==> config.mk <==
export PLATFORM = sky130hd
export DESIGN_NAME = pbp_bank
export DESIGN_NICKNAME = d
export VERILOG_FILES = /design/src/verilog/pbp_pkg.sv /design/src/verilog/pbp_prio_if.sv /design/src/verilog/pbp_bank.sv /design/src/verilog/pbp_resolve.sv
export SDC_FILE = /design/constraint.sdc
export NUM_CORES = 1
export LEC_CHECK = 0
export BUFFER_PORTS_ARGS = -buffer_cell sky130_fd_sc_hd__buf_4
export CAP_MARGIN = 20
export CORE_ASPECT_RATIO = 0.8
export CORE_MARGIN = 1.5
export CORE_UTILIZATION = 40
export DETAILED_ROUTE_END_ITERATION = 10
export PLACE_DENSITY = 0.67
export SKIP_LAST_GASP = 1
export SLEW_MARGIN = 20
export SYNTH_ARGS = -nofsm -noshare
export SYNTH_HDL_FRONTEND = slang
export SYNTH_SLANG_ARGS = --single-unit
==> constraint.sdc <==
create_clock -name clk_sys_i -period 6 [get_ports clk_sys_i]
set_clock_uncertainty 0.1 [all_clocks]
set_input_delay 0.6 -clock clk_sys_i [delete_from_list [all_inputs] [get_ports clk_sys_i]]
set_output_delay 0.6 -clock clk_sys_i [all_outputs]
set_load 0.02 [all_outputs]
==> src/verilog/pbp_pkg.sv <==
// constants and types for one programmable interrupt bank
package pbp_pkg;
	// i/o offsets from the bank base address
	localparam logic [7:0] PBP_OFS_CMD    = 8'h00; // init word 1, op words 2/3, status
	localparam logic [7:0] PBP_OFS_DATA   = 8'h01; // init words 2-4, mask
	localparam logic [7:0] PBP_OFS_COMPAT = 8'h02; // compat word read-back
	localparam logic [7:0] PBP_OFS_VEC    = 8'h08; // first vector register
	localparam logic [7:0] PBP_VEC_SPAN   = 8'h08; // one vector per input

	// init word 1 fields
	localparam int PBP_INIT_WORD_TRIGGER_CASCADE_ID   = 4; // marks init word 1 at the command offset
	localparam int PBP_INIT_WORD_TRIGGER_CASCADE_LTIM = 3; // level sensing
	localparam int PBP_INIT_WORD_TRIGGER_CASCADE_SNGL = 1; // single bank, no slave map word
	localparam int PBP_INIT_WORD_TRIGGER_CASCADE_IC4  = 0; // fourth word follows
	// init word 4 fields
	localparam int PBP_INIT_WORD_EOI_NESTING_AEOI = 1;
	localparam int PBP_INIT_WORD_EOI_NESTING_SFNM = 4;
	// op word select and fields
	localparam int PBP_OCW_SEL   = 3; // 0: op word 2, 1: op word 3
	localparam int PBP_OP_WORD_EOI_ROTATE_R    = 7;
	localparam int PBP_OP_WORD_EOI_ROTATE_SL   = 6;
	localparam int PBP_OP_WORD_EOI_ROTATE_EOI  = 5;
	localparam int PBP_OP_WORD_READ_POLL_SPECIAL_MASK_WRITE_ENABLE = 6;
	localparam int PBP_OP_WORD_READ_POLL_SMM  = 5;
	localparam int PBP_OP_WORD_READ_POLL_P    = 2;
	localparam int PBP_OP_WORD_READ_POLL_RR   = 1;
	localparam int PBP_OP_WORD_READ_POLL_RIS  = 0;
	localparam int PBP_POLL_HIT  = 7; // request flag in the poll answer

	// op word 2 commands, {R, SL, END_OF_SERVICE}
	localparam logic [2:0] PBP_CMD_ROT_AEOI_CLR = 3'h0;
	localparam logic [2:0] PBP_CMD_NS_EOI       = 3'h1;
	localparam logic [2:0] PBP_CMD_SP_EOI       = 3'h3;
	localparam logic [2:0] PBP_CMD_ROT_AEOI_SET = 3'h4;
	localparam logic [2:0] PBP_CMD_ROT_NS_EOI   = 3'h5;
	localparam logic [2:0] PBP_CMD_SET_PRIO     = 3'h6;
	localparam logic [2:0] PBP_CMD_ROT_SP_EOI   = 3'h7;

	// reset and fixed values
	localparam logic [2:0] PBP_LOWEST_RST  = 3'h7; // input seven lowest
	localparam logic [2:0] PBP_SPURIOUS    = 3'h7; // level given when nothing requests
	localparam int         PBP_COMPAT_LVL  = 2;    // slot of the level 1.5 request
	localparam logic [7:0] PBP_BYTE_ZERO   = 8'h00;
	localparam logic [7:0] PBP_BYTE_ONES   = 8'hff;

	// initialization sequence position
	typedef enum logic [2:0] {
		PBP_ST_UNINIT,
		PBP_ST_WAIT_COMPAT,
		PBP_ST_WAIT_SLAVE,
		PBP_ST_WAIT_NEST,
		PBP_ST_READY
	} pbp_init_st_t;
endpackage

==> src/verilog/pbp_prio_if.sv <==
// priority resolution signals between the bank and its resolver
`timescale 1ns/10ps
interface pbp_prio_if;
	logic [7:0] req;     // unmasked pending requests
	logic [7:0] in_service_register;     // in-service levels
	logic [7:0] same_ok; // levels that may nest on themselves
	logic [2:0] lowest;  // lowest priority level
	logic       special_mask_select;     // special mask mode
	logic       req_hit;
	logic [2:0] req_lvl;
	logic       isr_hit;
	logic [2:0] isr_lvl;
	modport bank (output req, in_service_register, same_ok, lowest, special_mask_select, input req_hit, req_lvl, isr_hit, isr_lvl);
	modport resolver (input req, in_service_register, same_ok, lowest, special_mask_select, output req_hit, req_lvl, isr_hit, isr_lvl);
endinterface

==> src/verilog/pbp_bank.sv <==
// one interrupt bank: init sequence, op words, status, mask and vectors
//
// Functional notes
// - four 8-bit init words; the second reads back, the rest write only.
// - first init word sets sensing, single or cascade, and fourth word need.
// - slave map word taken only when cascade mode was chosen.
// - fourth init word taken only when the first word asked for it.
// - compat word steers nothing; it is only stored for read-back.
// - any compat word write raises the level 1.5 request in bank A.
// - reading a compat word clears level 1.5; host reads all three.
// - compat word written at one address and read at another.
// - slave map bits alter vector output during acknowledge.
// - fourth word selects auto end-of-service and special nesting.
// - after init the bank runs fully nested and accepts requests.
// - op words 2 and 3 are 8-bit and write only; op word 1 reads back as the mask.
// - op word 1 loads the mask; mask read returns masked levels.
// - op word 2 carries a level used for specific clear or priority.
// - op word 2 runs none, non-specific or specific end, and rotations.
// - op word 3 selects request or service read, poll wins over both.
// - op word 3 sets or clears special mask mode.
// - status read gives poll code, pending requests or in-service levels.
// - each input has an 8-bit vector driven out on pin acknowledge, unless a slave in cascade supplies it.
// - words told apart by address, sequence position and marker bits.
// - first init word resets edges, masks, priority, mask mode, reads.
// - base+0 command/status, base+1 data/mask, base+2 compat read.
// - the read after a poll acts as an acknowledge.
// - status selection persists; a poll covers only the next read.
// - request pins are active low and shown inverted as ones.
`timescale 1ns/10ps
module pbp_bank
	import pbp_pkg::*;
#(
	parameter logic [7:0] BANK_BASE = 8'h20,
	parameter bit         IS_BANK_A = 1'b0,
	parameter logic [7:0] VEC_RST   = 8'h00
) (
	input  wire logic       clk_sys_i,
	input  wire logic       reset_i,
	input  wire logic [7:0] io_addr_i,
	input  wire logic       io_wr_i,
	input  wire logic       io_rd_i,
	input  wire logic [7:0] io_wdata_i,
	output logic      [7:0] io_rdata_o,
	output logic            io_rvalid_o,
	input  wire logic [7:0] req_n_i,
	input  wire logic       ack_i,
	output logic            int_o,
	output logic      [7:0] ack_vector_o,
	output logic            ack_vec_drive_o,
	output logic            ack_valid_o,
	output logic      [2:0] ack_level_o,
	input  wire logic       compat_wr_other_i,
	input  wire logic       compat_rd_other_i,
	output logic            compat_wr_o,
	output logic            compat_rd_o,
	output logic            level_mode_o,
	output logic            cascade_o,
	output logic            aeoi_o,
	output logic            sfnm_o
);
	pbp_prio_if pr ();

	pbp_init_st_t st_r;
	pbp_init_st_t st_nxt;
	logic [7:0] sync1_r;
	logic [7:0] sync2_r;
	logic [7:0] prev_r;
	logic [7:0] irr_r;
	logic [7:0] isr_r;
	logic [7:0] mask_r;
	logic [7:0] compat_r;
	logic [7:0] slave_map_r;
	logic [7:0] vec_r [8];
	logic [2:0] lowest_r;
	logic       level_mode_r;
	logic       single_r;
	logic       need_nest_r;
	logic       aeoi_r;
	logic       sfnm_r;
	logic       rot_aeoi_r;
	logic       smm_r;
	logic       read_isr_r;
	logic       poll_pend_r;
	logic       compat_req_r;

	// address decode
	wire [7:0] ofs       = 8'(io_addr_i - BANK_BASE);
	wire       sel_cmd   = (ofs == PBP_OFS_CMD);
	wire       sel_data  = (ofs == PBP_OFS_DATA);
	wire       sel_cpt   = (ofs == PBP_OFS_COMPAT);
	wire       sel_vec   = (ofs >= PBP_OFS_VEC) && (ofs < 8'(PBP_OFS_VEC + PBP_VEC_SPAN));
	wire [2:0] vec_idx   = ofs[2:0];
	wire       wr_cmd    = io_wr_i && sel_cmd;
	wire       wr_data   = io_wr_i && sel_data;
	// marker bits split the command offset
	wire       wr_init_word_trigger_cascade   = wr_cmd && io_wdata_i[PBP_INIT_WORD_TRIGGER_CASCADE_ID];
	wire       wr_op_word_eoi_rotate   = wr_cmd && !io_wdata_i[PBP_INIT_WORD_TRIGGER_CASCADE_ID] && !io_wdata_i[PBP_OCW_SEL];
	wire       wr_op_word_read_poll   = wr_cmd && !io_wdata_i[PBP_INIT_WORD_TRIGGER_CASCADE_ID] && io_wdata_i[PBP_OCW_SEL];
	// data offset follows the sequence position
	wire       wr_compat = wr_data && (st_r == PBP_ST_WAIT_COMPAT);
	wire       wr_slave  = wr_data && (st_r == PBP_ST_WAIT_SLAVE);
	wire       wr_nest   = wr_data && (st_r == PBP_ST_WAIT_NEST);
	wire       wr_mask   = wr_data && ((st_r == PBP_ST_READY) || (st_r == PBP_ST_UNINIT));
	wire       rd_status = io_rd_i && sel_cmd;
	// compat word read at its own address
	wire       rd_compat = io_rd_i && sel_cpt;
	wire       rd_poll   = rd_status && poll_pend_r;
	wire       ready     = (st_r == PBP_ST_READY);

	// op word 2 fields
	wire [2:0] op_word_eoi_rotate_cmd  = {io_wdata_i[PBP_OP_WORD_EOI_ROTATE_R], io_wdata_i[PBP_OP_WORD_EOI_ROTATE_SL],
		io_wdata_i[PBP_OP_WORD_EOI_ROTATE_EOI]};
	wire [2:0] op_word_eoi_rotate_lvl  = io_wdata_i[2:0];

	// pins inverted so a request reads as one
	wire [7:0] pin_req   = ~sync2_r;
	wire [7:0] raw_req   = (IS_BANK_A && compat_req_r) ?
		(pin_req | (8'h01 << PBP_COMPAT_LVL)) : pin_req;
	wire [7:0] edge_rise = raw_req & ~prev_r;

	// prio resolver hookup
	assign pr.req     = irr_r & ~mask_r;
	assign pr.in_service_register     = isr_r;
	assign pr.same_ok = sfnm_r ? slave_map_r : PBP_BYTE_ZERO;
	assign pr.lowest  = lowest_r;
	assign pr.special_mask_select     = smm_r;

	pbp_resolve u_resolve (
		.pr (pr.resolver)
	);

	// acknowledge by pin or by the read after a poll
	// poll read acts as acknowledge
	wire       take_ack  = (ack_i || rd_poll) && ready;
	wire       take_hit  = take_ack && pr.req_hit;
	wire [7:0] take_bit  = 8'h01 << pr.req_lvl;

	// end-of-service decode
	// non-specific, specific and rotating ends
	wire       ns_eoi    = wr_op_word_eoi_rotate && ((op_word_eoi_rotate_cmd == PBP_CMD_NS_EOI)
		|| (op_word_eoi_rotate_cmd == PBP_CMD_ROT_NS_EOI));
	// level field used for specific end or priority
	wire       sp_eoi    = wr_op_word_eoi_rotate && ((op_word_eoi_rotate_cmd == PBP_CMD_SP_EOI)
		|| (op_word_eoi_rotate_cmd == PBP_CMD_ROT_SP_EOI));
	wire [7:0] eoi_clr   = ns_eoi ? (pr.isr_hit ? (8'h01 << pr.isr_lvl) : PBP_BYTE_ZERO)
		: (sp_eoi ? (8'h01 << op_word_eoi_rotate_lvl) : PBP_BYTE_ZERO);
	wire       rot_ns    = wr_op_word_eoi_rotate && (op_word_eoi_rotate_cmd == PBP_CMD_ROT_NS_EOI) && pr.isr_hit;
	wire       rot_lvl   = wr_op_word_eoi_rotate && ((op_word_eoi_rotate_cmd == PBP_CMD_ROT_SP_EOI)
		|| (op_word_eoi_rotate_cmd == PBP_CMD_SET_PRIO));
	wire       rot_auto  = take_hit && aeoi_r && rot_aeoi_r;

	// auto end leaves the service bit clear
	wire [7:0] isr_set   = (take_hit && !aeoi_r) ? take_bit : PBP_BYTE_ZERO;
	wire [7:0] isr_nxt   = (isr_r & ~eoi_clr) | isr_set;
	wire [2:0] lowest_nxt = rot_ns ? pr.isr_lvl : (rot_lvl ? op_word_eoi_rotate_lvl
		: (rot_auto ? pr.req_lvl : lowest_r));

	// request register: edge or level capture, ack clears edge bits
	// an edge-latched bit also drops once its request goes away, so a withdrawn
	// request (level 1.5 read back) does not linger in the status
	wire [7:0] irr_clr   = (take_hit && !level_mode_r) ? take_bit : PBP_BYTE_ZERO;
	wire [7:0] irr_edge  = ((irr_r & ~irr_clr) | edge_rise) & raw_req;
	wire [7:0] irr_nxt   = level_mode_r ? raw_req : irr_edge;

	// level 1.5 request: set wins over clear
	wire       cpt_set   = wr_compat || compat_wr_other_i;
	wire       cpt_clr   = rd_compat || compat_rd_other_i;
	wire       cpt_nxt   = cpt_set || (compat_req_r && !cpt_clr);

	wire [7:0] poll_word = {pr.req_hit, 4'h0, pr.req_hit ? pr.req_lvl : 3'h0};
	wire [7:0] stat_word = poll_pend_r ? poll_word : (read_isr_r ? isr_r : irr_r);
	// only the compat init word reads back
	wire [7:0] rd_word   = sel_cmd ? stat_word
		: (sel_data ? mask_r : (sel_cpt ? compat_r : (sel_vec ? vec_r[vec_idx]
		: PBP_BYTE_ZERO)));
	wire       rd_hit    = sel_cmd || sel_data || sel_cpt || sel_vec;

	// init sequence next state
	// first word picks the path through the sequence
	always_comb begin
		st_nxt = st_r;
		if (wr_init_word_trigger_cascade) begin
			st_nxt = PBP_ST_WAIT_COMPAT;
		end else if (wr_data) begin
			case (st_r)
				PBP_ST_WAIT_COMPAT: begin
					// slave map only in cascade mode
					if (!single_r) begin
						st_nxt = PBP_ST_WAIT_SLAVE;
					end else if (need_nest_r) begin
						st_nxt = PBP_ST_WAIT_NEST;
					end else begin
						st_nxt = PBP_ST_READY;
					end
				end
				PBP_ST_WAIT_SLAVE: begin
					st_nxt = need_nest_r ? PBP_ST_WAIT_NEST : PBP_ST_READY;
				end
				PBP_ST_WAIT_NEST: begin
					st_nxt = PBP_ST_READY;
				end
				default: begin
					st_nxt = st_r;
				end
			endcase
		end
	end

	// pin synchroniser and sequence state
	always_ff @(posedge clk_sys_i) begin
		if (reset_i) begin
			sync1_r <= PBP_BYTE_ONES;
			sync2_r <= PBP_BYTE_ONES;
			st_r    <= PBP_ST_UNINIT;
		end else begin
			sync1_r <= req_n_i;
			sync2_r <= sync1_r;
			st_r    <= st_nxt;
		end
	end

	// first init word and its side effects
	always_ff @(posedge clk_sys_i) begin
		if (reset_i) begin
			level_mode_r <= 1'b0;
			single_r     <= 1'b1;
			need_nest_r  <= 1'b0;
			prev_r       <= PBP_BYTE_ONES;
			mask_r       <= PBP_BYTE_ZERO;
			smm_r        <= 1'b0;
			read_isr_r   <= 1'b0;
		end else if (wr_init_word_trigger_cascade) begin
			level_mode_r <= io_wdata_i[PBP_INIT_WORD_TRIGGER_CASCADE_LTIM];
			single_r     <= io_wdata_i[PBP_INIT_WORD_TRIGGER_CASCADE_SNGL];
			need_nest_r  <= io_wdata_i[PBP_INIT_WORD_TRIGGER_CASCADE_IC4];
			// edges rearmed, masks cleared, irr reads
			prev_r       <= PBP_BYTE_ONES;
			mask_r       <= PBP_BYTE_ZERO;
			smm_r        <= 1'b0;
			read_isr_r   <= 1'b0;
		end else begin
			prev_r <= raw_req;
			// op word 1 loads the mask
			if (wr_mask) begin
				mask_r <= io_wdata_i;
			end
			if (wr_op_word_read_poll && io_wdata_i[PBP_OP_WORD_READ_POLL_SPECIAL_MASK_WRITE_ENABLE]) begin
				smm_r <= io_wdata_i[PBP_OP_WORD_READ_POLL_SMM];
			end
			if (wr_op_word_read_poll && io_wdata_i[PBP_OP_WORD_READ_POLL_RR]) begin
				read_isr_r <= io_wdata_i[PBP_OP_WORD_READ_POLL_RIS];
			end
		end
	end

	// remaining init words
	always_ff @(posedge clk_sys_i) begin
		if (reset_i) begin
			compat_r    <= PBP_BYTE_ZERO;
			slave_map_r <= PBP_BYTE_ZERO;
			aeoi_r      <= 1'b0;
			sfnm_r      <= 1'b0;
		end else begin
			if (wr_compat) begin
				compat_r <= io_wdata_i;
			end
			if (wr_slave) begin
				slave_map_r <= io_wdata_i;
			end
			// no fourth word means no auto end
			if (wr_init_word_trigger_cascade) begin
				aeoi_r <= 1'b0;
				sfnm_r <= 1'b0;
			end else if (wr_nest) begin
				aeoi_r <= io_wdata_i[PBP_INIT_WORD_EOI_NESTING_AEOI];
				sfnm_r <= io_wdata_i[PBP_INIT_WORD_EOI_NESTING_SFNM];
			end
		end
	end

	// priority, service, request and poll state
	always_ff @(posedge clk_sys_i) begin
		if (reset_i) begin
			lowest_r    <= PBP_LOWEST_RST;
			rot_aeoi_r  <= 1'b0;
			isr_r       <= PBP_BYTE_ZERO;
			irr_r       <= PBP_BYTE_ZERO;
			poll_pend_r <= 1'b0;
		end else begin
			lowest_r <= wr_init_word_trigger_cascade ? PBP_LOWEST_RST : lowest_nxt;
			isr_r    <= wr_init_word_trigger_cascade ? PBP_BYTE_ZERO : isr_nxt;
			irr_r    <= irr_nxt;
			if (wr_op_word_eoi_rotate && (op_word_eoi_rotate_cmd == PBP_CMD_ROT_AEOI_SET)) begin
				rot_aeoi_r <= 1'b1;
			end else if (wr_op_word_eoi_rotate && (op_word_eoi_rotate_cmd == PBP_CMD_ROT_AEOI_CLR)) begin
				rot_aeoi_r <= 1'b0;
			end
			// poll flag wins the next status read
			if (wr_op_word_read_poll) begin
				poll_pend_r <= io_wdata_i[PBP_OP_WORD_READ_POLL_P];
			end else if (rd_status || wr_init_word_trigger_cascade) begin
				poll_pend_r <= 1'b0;
			end
		end
	end

	for (genvar g = 0; g < 8; g++) begin : g_vec
		always_ff @(posedge clk_sys_i) begin
			if (reset_i) begin
				vec_r[g] <= VEC_RST;
			end else if (io_wr_i && sel_vec && (vec_idx == 3'(g))) begin
				vec_r[g] <= io_wdata_i;
			end
		end
	end

	// bus read data, acknowledge outputs and level 1.5 request
	always_ff @(posedge clk_sys_i) begin
		if (reset_i) begin
			io_rdata_o      <= PBP_BYTE_ZERO;
			io_rvalid_o     <= 1'b0;
			int_o           <= 1'b0;
			ack_vector_o    <= PBP_BYTE_ZERO;
			ack_vec_drive_o <= 1'b0;
			ack_valid_o     <= 1'b0;
			ack_level_o     <= 3'h0;
			compat_req_r    <= 1'b0;
			compat_wr_o     <= 1'b0;
			compat_rd_o     <= 1'b0;
		end else begin
			io_rdata_o  <= io_rd_i ? rd_word : io_rdata_o;
			io_rvalid_o <= io_rd_i && rd_hit;
			// requests raise the output only once ready
			int_o       <= ready && pr.req_hit;
			ack_valid_o <= ack_i && ready;
			if (ack_i && ready) begin
				ack_level_o     <= pr.req_hit ? pr.req_lvl : PBP_SPURIOUS;
				ack_vector_o    <= vec_r[pr.req_hit ? pr.req_lvl : PBP_SPURIOUS];
				// a slave on this input supplies the vector
				ack_vec_drive_o <= !(pr.req_hit && !single_r && slave_map_r[pr.req_lvl]);
			end
			compat_req_r <= IS_BANK_A ? cpt_nxt : 1'b0;
			compat_wr_o  <= wr_compat;
			compat_rd_o  <= rd_compat;
		end
	end

	assign level_mode_o = level_mode_r;
	assign cascade_o    = !single_r;
	assign aeoi_o       = aeoi_r;
	assign sfnm_o       = sfnm_r;
endmodule

==> src/verilog/pbp_resolve.sv <==
// rotating priority resolver for one bank
`timescale 1ns/10ps
module pbp_resolve
	import pbp_pkg::*;
(
	pbp_prio_if.resolver pr
);
	logic [2:0] walk_lvl;
	logic       blocked;
	logic       r_hit;
	logic [2:0] r_lvl;
	logic       s_hit;
	logic [2:0] s_lvl;

	// walk levels from highest priority (lowest+1) to lowest
	always_comb begin
		walk_lvl = 3'h0;
		blocked  = 1'b0;
		r_hit    = 1'b0;
		r_lvl    = 3'h0;
		s_hit    = 1'b0;
		s_lvl    = 3'h0;
		for (int i = 0; i < 8; i++) begin
			walk_lvl = 3'(pr.lowest + 3'(i + 1));
			if (!r_hit && !blocked && pr.req[walk_lvl]
				&& (!pr.in_service_register[walk_lvl] || pr.same_ok[walk_lvl])) begin
				r_hit = 1'b1;
				r_lvl = walk_lvl;
			end
			if (!s_hit && pr.in_service_register[walk_lvl]) begin
				s_hit = 1'b1;
				s_lvl = walk_lvl;
			end
			// special mask lets lower levels through
			if (pr.in_service_register[walk_lvl] && !pr.special_mask_select) begin
				blocked = 1'b1;
			end
		end
	end

	assign pr.req_hit = r_hit;
	assign pr.req_lvl = r_lvl;
	assign pr.isr_hit = s_hit;
	assign pr.isr_lvl = s_lvl;
endmodule

# After elaboration in Yosys (flattened, before gate mapping)
# Memories as Yosys holds them, arrays and structs flattened. A register that Yosys moved wholly into a read port is not among the register bits.
# Index checks and enable logic that the tools add are counted.
# W data, S select, Z words.
[word_totals]
latch_bits = 0
output_inout_bits = 29
in_bits = 31
romBits = 0
ff_bits = 96
mem_bits_rw = 64
memories = 1
[memory_table]
columns = ["memory", "depth", "width", "rd", "rd_ports_with_merged_regs", "write_ports", "line", "text"]
rows = [
  ["vec_r", 8, 8, 2, 1, 8, "pbp_bank.sv:73", "logic [7:0] vec_r [8];"],
]
[classes]
n_bitwise = 20
div = 0
addsub = 8
mux = 150
n_reduce_logical = 145
n_eq_ne = 19
multipliers = 0
shift = 3
n_lt_le_gt_ge = 11
[op_table]
columns = ["cell", "n"]
rows = [
  ["$mux W8", 21],
  ["$mux W1", 80],
  ["$logic_and A1 B1 Y1", 79],
  ["$bmux W1 S3", 25],
  ["$mux W3", 23],
  ["$and A8 B8 Y8", 5],
  ["$not A8 Y8", 5],
  ["$logic_not A1 Y1", 36],
  ["$lt A3 B4 Y1 const B", 9],
  ["$eq A3 B3 Y1 const B", 9],
  ["$shl A1 B3 Y8 const A", 3],
  ["$logic_or A1 B1 Y1", 17],
  ["$or A8 B8 Y8", 2],
  ["$eq A3 B2 Y1 const B", 5],
  ["$add A3 B3 Y3 const B", 4],
  ["$eq A3 B1 Y1 const B", 3],
  ["$logic_not A3 Y1", 3],
  ["$pmux W3 S3", 1],
  ["$eq A8 B1 Y1 const B", 1],
  ["$eq A8 B2 Y1 const B", 1],
  ["$ge A8 B4 Y1 const B", 1],
  ["$logic_not A8 Y1", 1],
  ["$lt A8 B5 Y1 const B", 1],
  ["$or A1 B1 Y1", 8],
  ["other kinds (8)", 13],
]

# Logic depth before layout (Yosys ltp)
[depth]
depth_word = 50
ltp_mapped = 20
depth_no_buf = 13

# Modules after synthesis
# From an unflattened synthesis, not the netlist that was laid out.
[hier_totals]
cells_unflattened = 958
area_unflattened_um2 = 9955.8
[modules_own_cells]
columns = ["module", "n_inst", "seq_area_each_um2", "cells_each", "area_each_um2"]
rows = [
  ["pbp_bank", 1, 4003.8, 745, 8021.4],
  ["pbp_resolve", 1, 0.0, 213, 1934.4],
]

# Worst setup path before layout
# Ideal clock, no wire load.
[synth_timing]
path_kind = "flip-flop to flip-flop"
startpoint = "register lowest_r[1]"
endpoint = "register ack_vector_o[0] (read register of vec_r)"
setup_ns = 0.095
setup_slack_ns = 1.129
arrival_time_ns = 4.675
t_required_ns = 5.805
path_stages_with_launch = 21
cell_sequence = "dfxtp_1 > buf_2 > buf_2 > clkinv_1 > ha_1 > buf_2 > buf_2 > mux2i_1 > o221ai_1 > a222oi_1 > nor2_1 > or3_1 > buf_2 > or4_1 > o31a_1 > a21o_1 > buf_6 > buf_4 > mux2i_1 > mux2_2 > a221oi_1"
[synth_between]
elab_chain_cells = 43
elab_cells_between_ends = 138
classes_between = "7 x add/sub; 72 x mux; 59 x reduce/logical"
[synth_lines]
columns = ["element", "line", "text"]
rows = [
  ["from (decl)", "pbp_bank.sv:74", "logic [2:0] lowest_r;"],
  ["from (signal assigned)", "pbp_bank.sv:290", "lowest_r <= wr_init_word_trigger_cascade ? PBP_LOWEST_RST : lowest_nxt;"],
  ["$add A3 B1 Y3", "pbp_resolve.sv:24", "walk_lvl = 3'(pr.lowest + 3'(i + 1));"],
  ["$bmux W1 S3", "pbp_resolve.sv:26, pbp_resolve.sv:35", ""],
  ["$mux W1 (implied by the code)", "pbp_resolve.sv:26, pbp_resolve.sv:35", ""],
  ["$logic_not A1 Y1", "pbp_resolve.sv:26", "&& (!pr.in_service_register[walk_lvl] || pr.same_ok[walk_lvl])) begin"],
  ["$logic_or A1 B1 Y1", "pbp_resolve.sv:26", ""],
  ["$logic_and A1 B1 Y1", "pbp_resolve.sv:26", ""],
  ["$mux W1", "pbp_resolve.sv:25", "if (!r_hit && !blocked && pr.req[walk_lvl]"],
  ["$logic_not A1 Y1", "pbp_resolve.sv:25", ""],
  ["[25 not listed]", "-", ""],
  ["$logic_and A1 B1 Y1 (2 in a row)", "pbp_resolve.sv:25", ""],
  ["$logic_and A1 B1 Y1", "pbp_resolve.sv:26", ""],
  ["$mux W1", "pbp_resolve.sv:25", ""],
  ["$logic_not A1 Y1", "pbp_resolve.sv:25", ""],
  ["$logic_and A1 B1 Y1 (2 in a row)", "pbp_resolve.sv:25", ""],
  ["$logic_and A1 B1 Y1", "pbp_resolve.sv:26", ""],
  ["$mux W3 or $mux W1 (tied branches)", "pbp_resolve.sv:25", ""],
  ["$mux W3 *", "pbp_bank.sv:338", "ack_vector_o <= vec_r[pr.req_hit ? pr.req_lvl : PBP_SPURIOUS];"],
  ["to (decl)", "pbp_bank.sv:48", "output logic [7:0] ack_vector_o,"],
]
# Every way passes the cells marked *; elsewhere a longest branch is shown, timed or not. The select of a mux whose other input is x is not followed.
# A chain may end at the register's enable or synchronous reset.

# Worst setup path after layout
[layout_timing]
startpoint = "register lowest_r[1]"
endpoint = "register ack_vector_o[6] (read register of vec_r)"
# The elaborated chain is that of the path after synthesis.

==> impl_metrics.yaml <==
cts:
  cts_setup_buffers: 0
  cts_tree: "done"
  postCtsResizedCells: 0
  htree_num_levels: 4
  clkTransAtPathRegs_ps: 70
  cts-root-buf: "clkbuf_16"
  cts_buffers: 17
  cts_hold_buf: 0
  cts_buffer_depth: 2
  clock-sinks: 168
  clk_latency_ps: 430
setup_path:
  slowest_delay_ps: 780
  worst_path_most_repeated_cell: "nor2_1"
  critical_path_class: "flop to flop"
  worstReg2RegEnd: "ack_vector_o[6]$_SDFFE_PP0P_"
  cp_max_fo: 14
  r2r_slack_ps: 360
  cp_slowest_cell: "nor4_1"
  crit_arrival_ps: 5790
  cp_cell_sequence: "buf_4 > clkinv_1 > ha_1 > buf_4 > mux2_2 > o21ai_1 > a22oi_1 > nor4_1 > nor2_1 > nor2_1 > o221a_2 > or2_0 > nand2_1 > nor2_1 > a221oi_1"
  cp-end-kind: "flop"
  r2r_cells: 15
  startpoint_type: "flop"
  critical_path_required_ps: 6150
  r2r_start: "lowest_r[1]$_SDFFE_PP1P_"
floorplan:
  die_area_um2: 26500
  core_area_um2: 25200
  io_pins: 60
  start_util_pct: 40.5
  num_rows: 52
  die_x_um: 182
  die_h_um: 146
layout:
  layout.nets: 1101
  design_area_um2: 11500
  drive_gt1_share_pct: 19.2
  layout_common_cells: "dfxtp_1, nor2_1, mux2i_1"
  fillers: 2316
  instances_no_fill: 1404
  insertedDiodeCount: 0
  fin_util_pct: 45.6
  final_common_cell: "dfxtp_1"
  syn_to_final_growth_pct: 12.5
route:
  drt_wl_total_um: 31400
  wire_per_inst_um: 22.4
  vias_per_cell: 6.25
  drt-initial-drc-count: 1110
  ant_nets: 0
  vias: 8782
  drc: 0
  firstDrtPassIters: 8
min_path:
  hold_depth: 2
  hp-start: "req_n_i[3]"
  whs_endpoint: "sync1_r[3]$_SDFF_PP1_"
  hp-class: "input pin to flop"
timing:
  slew_viol_final: 0
  period_share_pct: 94.0
  finalCriticalPeriod_ps: 5640
  setup_viol: 0
  worst_pin_slew_ps: 1200
  finalWorstSetupSlack_ps: 358
  max_freq_mhz: 177
  rsz0062_at_grt: "no"
  finalSetupTns_ps: 0
  finalHoldViolations: 0
  slew_headroom_pct: 20.1
placed_design:
  dp_hpwl_um: 22500
  placed_cell_area_um2: 10900
  dp_cells: 1372
  dp_slack_ps: 650
  routabilityCongestion: 0.935
  io_buffer_count: 57
global_routing:
  grt_max_degree: 58
  grt_pass1_vias: 8041
  grt_pass1_wl_um: 48300
  grt_remaining_overflow: 0
  antenna_found_initial: 0
  grt_usage_pct: 23.9
yosys:
  synth_area_um2: 10200
  synth_fp_nets: 1077
  synth_edf_count: 64
  synthCells: 1043
  avgSynthCellArea_um2: 9.79
  async_flop_share_pct: 0
  synth.area.top_cells: "dfxtp_1, edfxtp_1, mux2i_1, mux4_2, and2_1"
  ys_seq_area_share_pct: 39.2
  synth-seq-cells: 168
  synth_top_area_share_pct: 20.4
  yosys.area.top_type: "dfxtp_1"
  synth_cell_types: 87
  synthFlopType: "dfxtp_1"
  yosysWarnings: 0
pwr:
  total_leakage_power_nw: 4.29
  powerDensity_nw_per_um2: 224
  vdd_drop_max_v: 0.000181
flow_run:
  drv_cap: 0
status:
  outcome: "completed"
-- cell type report --
cell class	count	area (um^2)	area share [%]
inverters	17	63.8	0.556
flip-flops and latches	168	4010	34.9
repair buffers	76	571	4.97
multi-input cells	787	5840	50.9
clock inverters	11	106	0.926
clock buffers	21	492	4.28
well taps	324	405	3.53
-- metal layers --
layer	share of wire (%)	wire length, um	track usage [%]	vias to the layer above
met2	41	12800	32.5	535
met1	45	14200	36.3	4211
met3	13	3980	6.93	37
li1	-	-	-	3999
met5	0	0	0	-
met4	1.6	511	7.00	0
-- flip-flops by register name, indices dropped and copies added (netlist names), 3 cells and up --
| register | flops |
|---|---|
| isr_r | 8 |
| prev_r | 8 |
| sync1_r | 8 |
| vec_r | 64 |
| ack_vector_o | 8 |
| lowest_r | 3 |
| compat_r | 8 |
| st_r | 3 |
| ack_level_o | 3 |
| mask_r | 8 |
| irr_r | 8 |
| io_rdata_o | 8 |
| sync2_r | 8 |
| slave_map_r | 8 |
-- worst max-delay path by stage --
stage | start | endpoint | slack, ps | cells after the start
5_1_grt | lowest_r[1]$_SDFFE_PP1P_ | ack_vector_o[7]$_SDFFE_PP0P_ | 150 | 15
6_report | lowest_r[1]$_SDFFE_PP1P_ | ack_vector_o[6]$_SDFFE_PP0P_ | 360 | 15
2_1_floorplan | lowest_r[1]$_SDFFE_PP1P_ | ack_vector_o[0]$_SDFFE_PP0P_ | 1130 | 20
3_5_place_dp | lowest_r[1]$_SDFFE_PP1P_ | ack_vector_o[0]$_SDFFE_PP0P_ | 650 | 15
3_3_place_gp | lowest_r[1]$_SDFFE_PP1P_ | ack_vector_o[6]$_SDFFE_PP0P_ | 770 | 16
4_1_cts | lowest_r[1]$_SDFFE_PP1P_ | ack_vector_o[6]$_SDFFE_PP0P_ | 580 | 15
-- through the flow --
step,total power [mW],hold slack [ps]
2_1_floorplan,1.41,257
3_3_place_gp,1.49,267
3_5_place_dp,1.49,270
4_1_cts,2.58,238
5_1_grt,2.64,239
6_report,2.57,251
-- where the power goes --
group,switching (mW),total [mW],internal (mW)
Clock,0.492,1.09,0.603
Sequential,0.0208,1.24,1.22
Combinational,0.137,0.236,0.0986
Total,0.650,2.57,1.92
-- worst max-delay path, delay by kind of cell, from the launching register on --
| family | cells | cell delay [ps] |
|---|---|---|
| fa+ha+maj | 1 | 310 |
| flops | 1 | 350 |
| mux | 1 | 390 |
| compound gates | 4 | 1090 |
| simple gates | 6 | 2660 |
| buf+inv | 3 | 550 |
-- cell families after synthesis --
| kind of cell | after synthesis | synth area share (%) |
|---|---|---|
| DFF | 168 | 39.2 |
| muxes | 147 | 19.1 |
| buffers and inverters | 88 | 3.71 |
| adders and majority gates | 3 | 0.368 |
| and+or+nand+nor | 373 | 18.8 |
| xor gates and xnor gates | 6 | 0.846 |
| AOI/OAI and AO/OA | 258 | 18.0 |
-- Yosys cell counts, drive strengths merged, types with 5 or more instances --
library cell and instances:
dfxtp 104, nor2 100, mux2i 83, and2 69
nand2 67, edfxtp 64, o21ai 57, clkbuf 44
a21oi 40, mux4 33, mux2 31, buf 27
nand3 23, nor3 22, nor2b 18, or2 18
a311oi 15, inv 15, nand2b 15, a211oi 12
o31ai 11, a21o 10, a221oi 10, o221ai 10
or3 10, a31oi 9, o22ai 8, a221o 7
a2111oi 6, a211o 6, o211ai 6, nor4 5
Power figures use the tool's default switching activity.
